`config.mk`:
```
export PLATFORM = sky130hd
export DESIGN_NAME = rxfmt_top
export DESIGN_NICKNAME = d
export VERILOG_FILES = /design/src/core/rxfmt_pkg.sv /design/src/core/rxfmt_top.sv
export SDC_FILE = /design/constraint.sdc
export NUM_CORES = 1
export LEC_CHECK = 0
export BUFFER_PORTS_ARGS = -buffer_cell sky130_fd_sc_hd__buf_4
export CORE_ASPECT_RATIO = 1.1
export CORE_MARGIN = 2
export CORE_UTILIZATION = 45
export CTS_CLUSTER_SIZE = 8
export DETAILED_ROUTE_END_ITERATION = 12
export PLACE_DENSITY = 0.71
export RECOVER_POWER = 50
export REMOVE_ABC_BUFFERS = 1
export SYNTH_ARGS = -nofsm -noshare
export SYNTH_HDL_FRONTEND = slang
export SYNTH_SLANG_ARGS = --single-unit
```
`constraint.sdc`:
```
create_clock -name pclk -period 3.7 [get_ports pclk]
set_input_delay 0.74 -clock pclk [delete_from_list [all_inputs] [get_ports pclk]]
set_output_delay 0.74 -clock pclk [all_outputs]
set_load 0.03 [all_outputs]
```
`src/core/rxfmt_pkg.sv`:
```
// Package for the receive system-side output formatter.
// Assumes one framer per instance, registers reached over a 32-bit APB.
package rxfmt_pkg;
    // ==========================================================
    // Register indices; the byte address is four times the index.
    localparam logic [9:0] IDX_T1_MODE = 10'h001;
    localparam logic [9:0] IDX_ALARM = 10'h007;
    localparam logic [9:0] IDX_EDGE = 10'h010;
    localparam logic [9:0] IDX_FPCFG = 10'h011;
    localparam logic [9:0] IDX_PARITY = 10'h012;
    localparam logic [9:0] IDX_TIMESLOT_OFFSET = 10'h013;
    localparam logic [9:0] IDX_BIT_OFFSET_VAL = 10'h014;
    localparam logic [9:0] IDX_SYSCFG = 10'h020;
    localparam logic [9:0] IDX_STATUS = 10'h021;
    // ==========================================================
    // Writable bits of each register; the rest read as zero.
    localparam logic [7:0] MASK_T1_MODE = 8'hD8;
    localparam logic [7:0] MASK_ALARM = 8'h02;
    localparam logic [7:0] MASK_EDGE = 8'h1C;
    localparam logic [7:0] MASK_FPCFG = 8'h25;
    localparam logic [7:0] MASK_PARITY = 8'hFB;
    localparam logic [7:0] MASK_TIMESLOT_OFFSET = 8'h7F;
    localparam logic [7:0] MASK_BIT_OFFSET_VAL = 8'h0F;
    localparam logic [7:0] MASK_SYSCFG = 8'h0F;
    localparam logic [7:0] REG_RESET = 8'h00;
    // ==========================================================
    // Field positions.
    localparam int DBL_RATE_BIT = 2;
    localparam int FRAME_EDGE_BIT = 3;
    localparam int DATA_EDGE_BIT = 4;
    localparam int FRAME_PULSE_MODE_BIT = 5;
    localparam int SMFP_BIT = 2;
    localparam int ALTFP_BIT = 0;
    localparam int PTYPE_BIT = 7;
    localparam int PEN_BIT = 6;
    localparam int FORCE_EN_BIT = 5;
    localparam int FORCE_VAL_BIT = 4;
    localparam int PEXT_BIT = 3;
    localparam int BIT_OFFSET_EN_BIT = 3;
    localparam int ALARM_BIT = 1;
    localparam int CLK2M_BIT = 4;
    localparam int CLK8M_BIT = 3;
    // ==========================================================
    // Clock-edge counts from the frame reference to frame start.
    localparam logic [12:0] CET_FP0_SAME = 13'h0004;
    localparam logic [12:0] CET_FP0_DIFF = 13'h0003;
    localparam logic [12:0] CET_FP1_SAME = 13'h0002;
    localparam logic [12:0] CET_FP1_DIFF = 13'h0001;
    localparam logic [12:0] LEAD_SAME = 13'h0002;
    localparam logic [12:0] LEAD_DIFF = 13'h0003;
    localparam logic [1:0] EDGES_SINGLE = 2'h1;
    localparam logic [1:0] EDGES_DOUBLE = 2'h3;
    // T1/J1 interface modes.
    typedef enum logic [1:0] {
        RXFMT_MASTER_FRAC = 2'b00,
        RXFMT_MASTER_FULL = 2'b01,
        RXFMT_SLAVE_REF = 2'b10,
        RXFMT_SLAVE_EXTSIG = 2'b11
    } rxfmt_mode_e;
endpackage

```
`src/core/rxfmt_top.sv`:
```
// Receive system-side output formatter for one framer of an octal framer.
// Assumes the framer core hands over one bit per request on pclk, and the
// backplane supplies a common clock and frame pulse from another domain.
//
// Our own choice: the APB interface to the registers.
`timescale 1ns/1ps
`default_nettype none
module rxfmt_top
    import rxfmt_pkg::*;
#(
    parameter int ADDR_W = 12,
    parameter int FRAME_BITS = 256
) (
    input wire logic pclk,
    input wire logic presetn,
    input wire logic ce,
    input wire logic psel,
    input wire logic penable,
    input wire logic pwrite,
    input wire logic [ADDR_W-1:0] paddr,
    input wire logic [31:0] pwdata,
    output logic [31:0] prdata,
    output logic pready,
    output logic pslverr,
    input wire logic rx_sys_common_clk,
    input wire logic rx_common_frame_in,
    input wire logic [6:0] peer_frame_pulse_mode,
    input wire logic [6:0] peer_rate_mux_sel,
    input wire logic rx_bit_in,
    input wire logic rx_sig_in,
    output logic rx_bit_take,
    output logic rx_sys_data_out,
    output logic rx_sys_data_oe_n,
    output logic rx_sys_signaling_out,
    output logic rx_sys_signaling_oe_n,
    output logic rx_frame_pulse_out,
    output logic t1_mux_active
);
    // ==========================================================
    // Elaboration checks: counters are 13 bits and frames hold whole slots.
    if (ADDR_W < 12 || ADDR_W > 32) begin : g_bad_addr
        $error("ADDR_W must lie between 12 and 32.");
    end
    if (FRAME_BITS < 32 || FRAME_BITS > 1024 || (FRAME_BITS % 8) != 0) begin : g_bad_frame
        $error("FRAME_BITS must be a multiple of 8 between 32 and 1024.");
    end

    // Returns the writable mask of a register, and a hit bit on top.
    function automatic logic [8:0] reg_decode(input logic [9:0] idx);
        logic [8:0] r;
        r = 9'h000;
        case (idx)
            IDX_T1_MODE: r = {1'b1, MASK_T1_MODE};
            IDX_ALARM: r = {1'b1, MASK_ALARM};
            IDX_EDGE: r = {1'b1, MASK_EDGE};
            IDX_FPCFG: r = {1'b1, MASK_FPCFG};
            IDX_PARITY: r = {1'b1, MASK_PARITY};
            IDX_TIMESLOT_OFFSET: r = {1'b1, MASK_TIMESLOT_OFFSET};
            IDX_BIT_OFFSET_VAL: r = {1'b1, MASK_BIT_OFFSET_VAL};
            IDX_SYSCFG: r = {1'b1, MASK_SYSCFG};
            IDX_STATUS: r = {1'b1, 8'h00};
            default: r = 9'h000;
        endcase
        return r;
    endfunction

    // ==========================================================
    // Register bank.
    localparam int NREG = 8;
    localparam logic [9:0] REG_IDX [NREG] = '{IDX_T1_MODE, IDX_ALARM, IDX_EDGE, IDX_FPCFG,
                                             IDX_PARITY, IDX_TIMESLOT_OFFSET, IDX_BIT_OFFSET_VAL, IDX_SYSCFG};
    logic [7:0] cfg_reg [NREG];
    logic [7:0] status_reg;
    logic pready_reg;
    logic pslverr_reg;
    logic [31:0] prdata_reg;
    wire [9:0] acc_idx = paddr[11:2];
    wire acc_aligned = (paddr[1:0] == 2'b00) && (paddr[ADDR_W-1:2] == (ADDR_W-2)'(acc_idx));
    wire [8:0] acc_dec = reg_decode(acc_idx);
    wire acc_hit = acc_dec[8] && acc_aligned;
    wire acc_setup = psel && !penable && !pready_reg;
    wire acc_commit = psel && penable && pready_reg;

    // Read data selection; unmapped addresses read zero.
    logic [7:0] rd_byte;
    always_comb begin
        rd_byte = 8'h00;
        for (int i = 0; i < NREG; i++) begin
            if (acc_idx == REG_IDX[i]) begin
                rd_byte = cfg_reg[i];
            end
        end
        if (acc_idx == IDX_STATUS) begin
            rd_byte = status_reg;
        end
        if (!acc_hit) begin
            rd_byte = 8'h00;
        end
    end

    // One-cycle answer: pready rises in the access phase after setup.
    always_ff @(posedge pclk or negedge presetn) begin
        if (!presetn) begin
            pready_reg <= 1'b0;
            pslverr_reg <= 1'b0;
            prdata_reg <= 32'h0000_0000;
        end else if (ce) begin
            pready_reg <= acc_setup;
            pslverr_reg <= acc_setup && !acc_hit;
            prdata_reg <= acc_setup ? {24'h00_0000, rd_byte} : 32'h0000_0000;
        end
    end

    // Each register stores only its defined bits, so reserved bits stay zero.
    for (genvar g = 0; g < NREG; g++) begin : g_cfg
        wire [7:0] m = 8'(reg_decode(REG_IDX[g]));
        always_ff @(posedge pclk or negedge presetn) begin
            if (!presetn) begin
                cfg_reg[g] <= REG_RESET;
            end else if (ce && acc_commit && pwrite && acc_hit && acc_idx == REG_IDX[g]) begin
                cfg_reg[g] <= pwdata[7:0] & m;
            end
        end
    end

    // ==========================================================
    // Configuration fields.
    wire [7:0] t1m = cfg_reg[0];
    wire [7:0] alm = cfg_reg[1];
    wire [7:0] edg = cfg_reg[2];
    wire [7:0] fpc = cfg_reg[3];
    wire [7:0] par = cfg_reg[4];
    wire [7:0] tso = cfg_reg[5];
    wire [7:0] bof = cfg_reg[6];
    wire [7:0] sys = cfg_reg[7];
    wire double_rate_clk_sel = edg[DBL_RATE_BIT];
    wire frame_edge_sel = edg[FRAME_EDGE_BIT];
    wire data_edge_sel = edg[DATA_EDGE_BIT];
    wire frame_pulse_mode = fpc[FRAME_PULSE_MODE_BIT];
    wire sig_multiframe_pulse_sel = fpc[SMFP_BIT];
    wire alternate_pulse_sel = fpc[ALTFP_BIT];
    wire parity_type_sel = par[PTYPE_BIT];
    wire parity_insert_en = par[PEN_BIT];
    wire force_first_bit_en = par[FORCE_EN_BIT];
    wire forced_bit_value = par[FORCE_VAL_BIT];
    wire parity_include_first_bit = par[PEXT_BIT];
    wire [1:0] tri_ctrl = par[1:0];
    wire [6:0] timeslot_offset = tso[6:0];
    wire bit_offset_en = bof[BIT_OFFSET_EN_BIT];
    wire [2:0] bit_offset_val = bof[2:0];
    wire rx_alarm_force_ones = alm[ALARM_BIT];
    wire [1:0] interface_mode = t1m[7:6];
    wire sysclk_2m_sel = t1m[CLK2M_BIT];
    wire sysclk_8m_sel = t1m[CLK8M_BIT];
    wire t1_sel = sys[0];
    wire clk_master = sys[1];
    wire mux_mode = sys[2];
    wire frac_fbit_mode = sys[3];

    // ==========================================================
    // Offset arithmetic, all in link clock edges.
    // Master mode ignores the common frame input whatever software wrote.
    wire frame_pulse_mode_eff = !clk_master && (mux_mode ? (frame_pulse_mode || (|peer_frame_pulse_mode))
                                               : frame_pulse_mode);
    wire edges_match = (frame_edge_sel == data_edge_sel);
    wire bit_offset_val_use = bit_offset_en && !double_rate_clk_sel;
    wire [12:0] bit_offset_val_edges = bit_offset_val_use ? {9'h000, bit_offset_val, 1'b0} : 13'h0000;
    wire [12:0] cet_base = frame_pulse_mode_eff ? (edges_match ? CET_FP1_SAME : CET_FP1_DIFF)
                                      : (edges_match ? CET_FP0_SAME : CET_FP0_DIFF);
    wire [12:0] ts_edges = double_rate_clk_sel ? {1'b0, timeslot_offset, 5'h00}
                                               : {2'b00, timeslot_offset, 4'h0};
    wire [12:0] offset_edges = cet_base + bit_offset_val_edges + ts_edges;
    wire [1:0] epb_last = double_rate_clk_sel ? EDGES_DOUBLE : EDGES_SINGLE;
    wire [12:0] frame_last = 13'(FRAME_BITS * (int'(epb_last) + 1) - 1);
    wire lead_active = sig_multiframe_pulse_sel && alternate_pulse_sel && !(bit_offset_en && !frame_pulse_mode_eff);
    wire [12:0] lead_edges = (edges_match ? LEAD_SAME : LEAD_DIFF) << double_rate_clk_sel;

    // ==========================================================
    // Synchronisers: link clock and common frame input come from the backplane.
    logic lclk_s1_reg, lclk_s2_reg, lclk_s3_reg;
    logic fin_s1_reg, fin_s2_reg, fin_last_reg;
    always_ff @(posedge pclk or negedge presetn) begin
        if (!presetn) begin
            lclk_s1_reg <= 1'b0;
            lclk_s2_reg <= 1'b0;
            lclk_s3_reg <= 1'b0;
            fin_s1_reg <= 1'b0;
            fin_s2_reg <= 1'b0;
        end else if (ce) begin
            lclk_s1_reg <= rx_sys_common_clk;
            lclk_s2_reg <= lclk_s1_reg;
            lclk_s3_reg <= lclk_s2_reg;
            fin_s1_reg <= rx_common_frame_in;
            fin_s2_reg <= fin_s1_reg;
        end
    end

    // Both edges count, since the offset tables are in edges, not periods.
    wire link_edge = ce && (lclk_s2_reg != lclk_s3_reg);
    wire fin_evt = link_edge && fin_s2_reg && !fin_last_reg;

    // ==========================================================
    // Frame reference, delay to frame start, and bit position.
    logic [12:0] tmr_reg, dly_reg;
    logic dly_run_reg;
    logic [9:0] bitpos_reg;
    logic [1:0] ecnt_reg;
    logic started_reg;
    wire ref_own = link_edge && (tmr_reg == 13'h0000);
    wire ref_evt = frame_pulse_mode_eff ? fin_evt : ref_own;
    wire start_evt = link_edge && dly_run_reg && (dly_reg == 13'h0001) && !ref_evt;
    wire step_evt = link_edge && started_reg && (ecnt_reg == epb_last);
    wire bit_evt = start_evt || step_evt;
    wire [9:0] next_pos = (start_evt || bitpos_reg == 10'(FRAME_BITS - 1)) ? 10'h000 : bitpos_reg + 10'h001;
    wire first_bit = (next_pos == 10'h000);

    always_ff @(posedge pclk or negedge presetn) begin
        if (!presetn) begin
            tmr_reg <= 13'h0000;
            fin_last_reg <= 1'b0;
        end else if (link_edge) begin
            tmr_reg <= (tmr_reg >= frame_last) ? 13'h0000 : tmr_reg + 13'h0001;
            fin_last_reg <= fin_s2_reg;
        end
    end

    // Frame start falls the programmed number of edges after the reference.
    always_ff @(posedge pclk or negedge presetn) begin
        if (!presetn) begin
            dly_reg <= 13'h0000;
            dly_run_reg <= 1'b0;
        end else if (ref_evt) begin
            dly_reg <= offset_edges;
            dly_run_reg <= 1'b1;
        end else if (link_edge && dly_run_reg) begin
            dly_reg <= dly_reg - 13'h0001;
            dly_run_reg <= (dly_reg != 13'h0001);
        end
    end

    always_ff @(posedge pclk or negedge presetn) begin
        if (!presetn) begin
            bitpos_reg <= 10'h000;
            ecnt_reg <= 2'h0;
            started_reg <= 1'b0;
        end else if (link_edge) begin
            ecnt_reg <= (bit_evt || ecnt_reg == epb_last) ? 2'h0 : ecnt_reg + 2'h1;
            started_reg <= started_reg || start_evt;
            if (bit_evt) begin
                bitpos_reg <= next_pos;
            end
        end
    end

    // ==========================================================
    // T1/J1 mode decode.
    wire t1_mux = t1_sel && (interface_mode == RXFMT_SLAVE_EXTSIG)
                  && ((!sysclk_2m_sel && sysclk_8m_sel) || (|peer_rate_mux_sel));
    wire t1_2m = t1_sel && sysclk_2m_sel && !sysclk_8m_sel;
    wire t1_master = t1_sel && !interface_mode[1];
    wire t1_cfg_err = t1_master && t1_2m;
    wire t1_frac = t1_master && (interface_mode == RXFMT_MASTER_FRAC);
    // Stuffing one dummy byte per three payload bytes lifts 1.544 to 2.048 Mb/s.
    wire t1_stuff = (t1_mux || (t1_2m && !t1_cfg_err)) && (next_pos[4:3] == 2'b00);
    // Fractional master only sends the slots the framer core marks.
    wire t1_skip = t1_frac && !rx_sig_in;

    // ==========================================================
    // First-bit processing: parity first, then forced polarity, then raw data.
    logic par_acc_reg;
    wire parity_allowed = parity_insert_en && !(frac_fbit_mode && !clk_master);
    wire par_bit = par_acc_reg ^ parity_type_sel;
    wire data_bit = t1_stuff ? 1'b1 : rx_bit_in;
    wire ins_bit = (first_bit && !t1_sel && parity_allowed) ? par_bit
                 : (first_bit && !t1_sel && force_first_bit_en) ? forced_bit_value
                 : data_bit;
    wire out_bit = rx_alarm_force_ones ? 1'b1 : ins_bit;

    always_ff @(posedge pclk or negedge presetn) begin
        if (!presetn) begin
            par_acc_reg <= 1'b0;
        end else if (bit_evt) begin
            par_acc_reg <= first_bit ? (parity_include_first_bit && ins_bit)
                                     : (par_acc_reg ^ ins_bit);
        end
    end

    // ==========================================================
    // Output pins. Signaling holds its last value while the alarm forces ones.
    logic data_out_reg, data_oe_n_reg, sig_out_reg, sig_oe_n_reg, take_reg;
    always_ff @(posedge pclk or negedge presetn) begin
        if (!presetn) begin
            data_out_reg <= 1'b1;
            sig_out_reg <= 1'b1;
            data_oe_n_reg <= 1'b1;
            sig_oe_n_reg <= 1'b1;
            take_reg <= 1'b0;
        end else if (ce) begin
            data_oe_n_reg <= tri_ctrl[0];
            sig_oe_n_reg <= tri_ctrl[1];
            take_reg <= bit_evt && !t1_stuff && !t1_skip;
            if (bit_evt && !t1_skip) begin
                data_out_reg <= out_bit;
            end
            if (bit_evt && !rx_alarm_force_ones) begin
                sig_out_reg <= rx_sig_in;
            end
        end
    end

    // ==========================================================
    // Frame pulse: own reference, aligned to data, or leading it.
    // The delay reads one at frame start, so a lead of n edges fires at n plus one.
    logic fp_out_reg;
    logic [1:0] fp_cnt_reg;
    wire fp_fire = lead_active ? (link_edge && dly_run_reg && dly_reg == lead_edges + 13'h0001)
                 : frame_pulse_mode_eff ? start_evt
                 : ref_own;
    always_ff @(posedge pclk or negedge presetn) begin
        if (!presetn) begin
            fp_out_reg <= 1'b0;
            fp_cnt_reg <= 2'h0;
        end else if (fp_fire) begin
            fp_out_reg <= 1'b1;
            fp_cnt_reg <= epb_last;
        end else if (link_edge) begin
            fp_out_reg <= fp_out_reg && (fp_cnt_reg != 2'h0);
            fp_cnt_reg <= (fp_cnt_reg == 2'h0) ? 2'h0 : fp_cnt_reg - 2'h1;
        end
    end

    // Status: T1 decode, alignment, and running parity accumulator.
    always_ff @(posedge pclk or negedge presetn) begin
        if (!presetn) begin
            status_reg <= 8'h00;
            t1_mux_active <= 1'b0;
        end else if (ce) begin
            status_reg <= {3'b000, par_acc_reg, started_reg, t1_frac, t1_mux, t1_cfg_err};
            t1_mux_active <= t1_mux;
        end
    end

    assign prdata = prdata_reg;
    assign pready = pready_reg;
    assign pslverr = pslverr_reg;
    assign rx_bit_take = take_reg;
    assign rx_sys_data_out = data_out_reg;
    assign rx_sys_data_oe_n = data_oe_n_reg;
    assign rx_sys_signaling_out = sig_out_reg;
    assign rx_sys_signaling_oe_n = sig_oe_n_reg;
    assign rx_frame_pulse_out = fp_out_reg;
endmodule
`default_nettype wire

```
# Word level (Yosys, flattened, before mapping)
# Index checks and enable logic that the tools add are counted.
[word_totals]
output_inout_bits = 41
elab_cells = 199
register_bits = 128
[classes]
n_bitwise = 2
reduce_logical = 95
add_sub_neg = 10
shift = 1
muxes = 40
magnitude_cmp = 1
n_eq_ne = 17
[op_table]
columns = ["cell", "count"]
rows = [
  ["2-to-1 mux 8 bit", 11],
  ["case mux 9 bit (8 select lines)", 1],
  ["logical AND 1 bit", 54],
  ["== test 10 x 5 -> 1 bit (second input constant)", 5],
  ["2-to-1 mux 13 bit", 3],
  ["adder 13 x 1 -> 13 bit (second input constant)", 2],
  ["== test 10 x 6 -> 1 bit (second input constant)", 2],
  ["logical NOT 1 bit", 19],
  ["2-to-1 mux 1 bit", 14],
  ["OR reduction 7 bit", 2],
  ["adder 5 x 12 -> 13 bit", 1],
  ["== test 13 x 1 -> 1 bit (second input constant)", 1],
  ["== test 13 bit", 1],
  [">= comparator 13 bit", 1],
  ["logical NOT 13 bit", 1],
  ["inequality test 13 x 1 -> 1 bit (second input constant)", 1],
  ["<< shifter 2 x 1 -> 13 bit", 1],
  ["subtractor 13 x 1 -> 13 bit (second input constant)", 1],
  ["2-to-1 mux 12 bit", 1],
  ["2-to-1 mux 2 bit", 6],
  ["subtractor 11 x 1 -> 12 bit (second input constant)", 1],
  ["adder 10 x 1 -> 10 bit (second input constant)", 1],
  ["== test 10 x 1 -> 1 bit (second input constant)", 1],
  ["== test 10 x 3 -> 1 bit (second input constant)", 1],
  ["19 further kinds", 34],
]

# Logic depth before layout (Yosys ltp)
[logic_depth]
word_depth = 16
mapped_depth = 13
mapped_depth_nobuf = 12

# Least setup slack after synthesis
# OpenSTA, ideal clock, no wires.
[synth_timing]
path_kind = "input-to-reg"
start = "in peer_frame_pulse_mode[0]"
end = "reg dly_reg[9]"
path_buffers = 0
path_slack_ps = 527
t_arrival_ps = 3036
path_stages = 12
setup_time_ps = 137
required_time_ps = 3563
path_cell_list = "nor4_1 > a211oi_1 > inv_1 > ha_1 > ha_1 > inv_1 > fa_1 > nor3_1 > and3_1 > nor3_1 > nor2_1 > a21oi_1"
[synth_between]
elab_chain_cells = 8
[synth_rtl]
columns = ["element", "line_no", "text"]
rows = [
  ["from (decl)", "rxfmt_top.sv:27", "input wire logic [6:0] peer_frame_pulse_mode,"],
  ["OR reduction 7 bit (*)", "rxfmt_top.sv:163", "wire frame_pulse_mode_eff = !clk_master && (mux_mode ? (frame_pulse_mode || (|peer_frame_pulse_mode))"],
  ["logical OR 1 bit (*)", "rxfmt_top.sv:163", ""],
  ["2-to-1 mux 1 bit (*)", "rxfmt_top.sv:163", ""],
  ["logical AND 1 bit (*)", "rxfmt_top.sv:163", ""],
  ["2-to-1 mux 3 bit", "rxfmt_top.sv:168", "wire [12:0] cet_base = frame_pulse_mode_eff ? (edges_match ? CET_FP1_SAME : CET_FP1_DIFF)"],
  ["adder 3 x 4 -> 5 bit", "rxfmt_top.sv:172", "wire [12:0] offset_edges = cet_base + bit_offset_val_edges + ts_edges;"],
  ["adder 5 x 12 -> 13 bit", "rxfmt_top.sv:172", ""],
  ["2-to-1 mux 13 bit", "rxfmt_top.sv:232", "end else if (ref_evt) begin"],
  ["to (signal assigned)", "rxfmt_top.sv:233", "dly_reg <= offset_edges;"],
  ["to (signal assigned)", "rxfmt_top.sv:236", "dly_reg <= dly_reg - 13'h0001;"],
  ["to (decl)", "rxfmt_top.sv:204", "logic [12:0] tmr_reg, dly_reg;"],
]
# Mark *: on every way between the ends. The rest lies on a longest branch, timed or not.
# A chain may end at the register's enable or synchronous reset.

# Worst setup path after layout
[layout_timing]
start = "in ce"
end = "reg par_acc_reg"
[layout_between]
elab_chain_cells = 15
[layout_rtl]
columns = ["element", "line_no", "text"]
rows = [
  ["from (decl)", "rxfmt_top.sv:16", "input wire logic ce,"],
  ["logical AND 1 bit (*)", "rxfmt_top.sv:199", "wire link_edge = ce && (lclk_s2_reg != lclk_s3_reg);"],
  ["logical AND 1 bit (2 in a row)", "rxfmt_top.sv:200", "wire fin_evt = link_edge && fin_s2_reg && !fin_last_reg;"],
  ["2-to-1 mux 1 bit", "rxfmt_top.sv:210", "wire ref_evt = frame_pulse_mode_eff ? fin_evt : ref_own;"],
  ["logical NOT 1 bit", "rxfmt_top.sv:211", "wire start_evt = link_edge && dly_run_reg && (dly_reg == 13'h0001) && !ref_evt;"],
  ["logical AND 1 bit", "rxfmt_top.sv:211", ""],
  ["logical OR 1 bit", "rxfmt_top.sv:214", "wire [9:0] next_pos = (start_evt || bitpos_reg == 10'(FRAME_BITS - 1)) ? 10'h000 : bitpos_reg + 10'h001;"],
  ["2-to-1 mux 10 bit", "rxfmt_top.sv:214", ""],
  ["logical NOT 10 bit / logical NOT 2 bit (equally long branches)", "rxfmt_top.sv:215, rxfmt_top.sv:264", ""],
  ["logical AND 1 bit, on equally long branches", "rxfmt_top.sv:274, rxfmt_top.sv:275, rxfmt_top.sv:264", ""],
  ["logical AND 1 bit / 2-to-1 mux 1 bit (equally long branches)", "rxfmt_top.sv:275, rxfmt_top.sv:273", ""],
  ["2-to-1 mux 1 bit", "rxfmt_top.sv:275", ": (first_bit && !t1_sel && force_first_bit_en) ? forced_bit_value"],
  ["2-to-1 mux 1 bit", "rxfmt_top.sv:274", "wire ins_bit = (first_bit && !t1_sel && parity_allowed) ? par_bit"],
  ["XOR 1 bit / logical AND 1 bit (equally long branches)", "rxfmt_top.sv:284, rxfmt_top.sv:283", ""],
  ["2-to-1 mux 1 bit", "rxfmt_top.sv:283", "par_acc_reg <= first_bit ? (parity_include_first_bit && ins_bit)"],
  ["to (signal assigned)", "rxfmt_top.sv:283", ""],
  ["to (decl)", "rxfmt_top.sv:270", "logic par_acc_reg;"],
]
# Marked as above.

==> out/metrics.csv <==
metric,value,unit
drc_errors,0,
grt_max_degree,53,
drv_slew,0,
synth_ff_type,dfrtp_1,
via_count,4938,
wire_per_inst,17.61,um
numCtsBuffers,9,
endpoint_kind,register,
synth_xor_area_share,4.345,%
avgViaCountPerCell,5.796,
fmax,0.3144,GHz
critPathKind,primary input to register,
dieWidth,114.5,um
status,finished clean,
grt_pass1_vias,4908,
crit_arrival,3.44,ns
synth_top_area_share,40.97,%
ys_warn_count,0,
grt_use_total,22.00,%
h-tree-depth,3,
core,13160,um^2
hpwlAfterDp,11350,um
power_density,443.6,nW/um^2
grt_pass1_wl,24770,um
num_io_pins,109,
setup_viol,0,
portBuffers,60,
tightest_slew,1.448,ns
syn_inst,626,
synth_top_family_by_area,simple AND/OR/NAND/NOR gates,
grt_overflow,0,
insertion_delay,0.36,ns
total_power,3.052,mW
synth_edf_count,0,
cts_tree,yes,
initial_core_util,45.96,%
maxCapViolCount,0,
fillers,1187,
rows,44,
antenna_cells,0,
yosysSeqAreaShare,42.71,%
synth.distinct_cells,69,
hold_buffers,0,
clockBufferDepth,2,
ys_seq_elements,103,
synth_fa_ha_area_share,2.814,%
hold_path.class,register to register,
clkSlewWorstSetupHoldPaths,0.08,ns
cts_sinks,103,
final.setup.tns,0,ns
die_area,14380,um^2
synth_area_leaders,"dfrtp_1 (41%), mux2_2 (8.8%), nor2_1 (3.2%), buf_4 (3.0%), nand2_1 (3.0%)",
ant_nets,0,
hold_viol_final,0,
first_pass_iters,5,
yosysTopAreaCell,dfrtp_1,
place_congestion,0.9054,
num-nets-final,767,
drtIter0Drc,356,
power_leakage,3.123,nW
multi_input_area,3192,um^2
die_y,125.6,um
period_minus_slack,3.180,ns
fin_crit_sh,85.96,%
syn-cell-area,6047,um^2
post_cts_resize_count,0,
ff_latch_area,2582,um^2
root_buffer,clkbuf_16,
synthMuxAreaShare,10.24,%
finClkSkew,0.01021,ns
final_layout_size_suffix_gt1_share,21.42,%
ir_drop,0.0002396,V
synth-simple-area-share,20.48,%
cp-start-kind,primary input,
antenna_found_initial,0,
synth_compound_area_share,13.41,%
ys_async_sr_fraction,100.0,%
avgSynthCellArea,9.660,um^2
relSlewSlack,3.456,%
cts_setup_buffers,0,
wirelength,15000,um
path_max_fanout,18,
syn2layout_area_growth,13.76,%
cp.required,3.96,ns
grt_setup_unrepaired,false,
-- kinds of logic (layout without fill, tap and decap cells) --
group,Yosys count,in the layout
mux,56,56
compound gates,123,123
xor+xnor,30,30
other cells,1,24
flops,103,103
fa+ha+maj,13,13
buf+inv,71,113
simple gates,229,229
-- critical path, cell delays in order --
cell and delay [ns]:
clkbuf_1 0.19, clkbuf_1 0.90, nand3_1 0.18, nor4_1 0.47, o21ai_2 0.22, nor2_1 0.29, o221ai_1 0.15, a211oi_1 0.30
-- routing by layer --
layer  global-route usage, %  part of all wire, %  up-vias
li1                        -                    -     2350
met4                   9.182                  3.5        0
met5                       0                    0        -
met3                   4.750                  4.8       37
met1                   27.71                   42     2395
met2                   36.44                   49      156
-- where the power goes --
| part | internal (mW) | switching [mW] | total, mW | leakage, nW |
|---|---|---|---|---|
| clock | 0.484 | 0.460 | 0.944 | 0.140 |
| combinational | 0.275 | 0.390 | 0.666 | 1.62 |
| sequential | 1.28 | 0.163 | 1.44 | 1.37 |
| total | 2.04 | 1.01 | 3.05 | 3.12 |
-- per-stage QoR --
stage / cells / area, um^2 / util [%] / hold WS, ns / setup slack, ns
2_1_floorplan: 603 / 5868 / - / 0.4389 / 0.4913
3_3_place_gp: 836 / 6610 / 50.24 / 0.4514 / 0.3072
3_5_place_dp: 836 / 6610 / 50.24 / 0.4618 / 0.2846
4_1_cts: 852 / 6897 / 52.42 / 0.4578 / 0.6422
5_1_grt: 852 / 6879 / 52.28 / 0.4847 / 0.3379
6_report: 852 / 6879 / 52.28 / 0.4715 / 0.5196
-- cell type report --
| class | count | share of cell area (%) |
|---|---|---|
| repair buffers | 72 | 7.603 |
| clock inverters | 6 | 0.6912 |
| clock buffers | 10 | 3.474 |
| flip-flops and latches | 103 | 37.54 |
| multi-input cells | 475 | 46.40 |
| inverters | 25 | 1.364 |
| well taps | 161 | 2.928 |
-- cells in the mapped netlist (10+ instances only) --
library cell  count
ha_1             12
o21ai_0          32
nand4_1          10
nand3_1          25
nor3_1           19
xor2_1           16
mux2_2           47
inv_1            25
dfrtp_1          99
nor2_1           51
xnor2_1          14
clkbuf_1         19
nand2_1          48
buf_4            24
and3_1           13
a21oi_1          27
-- path summary, 6_finish.rpt --
| kind | endpoint | slack (ns) | from | cells after the start |
|---|---|---|---|---|
| max | par_acc_reg | 0.52 | ce | 8 |
| min | fin_last_reg | 0.47 | fin_last_reg | 2 |
| max reg2reg | dly_reg[9] | 0.79 | fpc[5] | 12 |
| min reg2reg | fin_last_reg | 0.47 | fin_last_reg | 2 |
| max in group asynchronous | dly_reg[12] | 1.02 | presetn | 2 |
| min in group asynchronous | dly_reg[4] | 0.69 | presetn | 1 |
-- cell usage in the layout, fill, tap and decap left out, drive strengths merged, types with 6 or more instances in the layout --
| cell type | n |
|---|---|
| and4 | 7 |
| and2 | 6 |
| clkbuf | 15 |
| a21oi | 27 |
| mux2i | 9 |
| buf | 67 |
| nor3 | 22 |
| nor2 | 53 |
| xnor2 | 14 |
| a211oi | 7 |
| inv | 29 |
| nor4 | 9 |
| conb | 24 |
| ha | 12 |
| o2bb2ai | 8 |
| nand2 | 48 |
| and3 | 13 |
| o21ai | 33 |
| xor2 | 16 |
| nand4 | 10 |
| nand3 | 26 |
| o31ai | 9 |
| mux2 | 47 |
| dfrtp | 99 |
No activity file was read; power rests on OpenSTA's default activity.
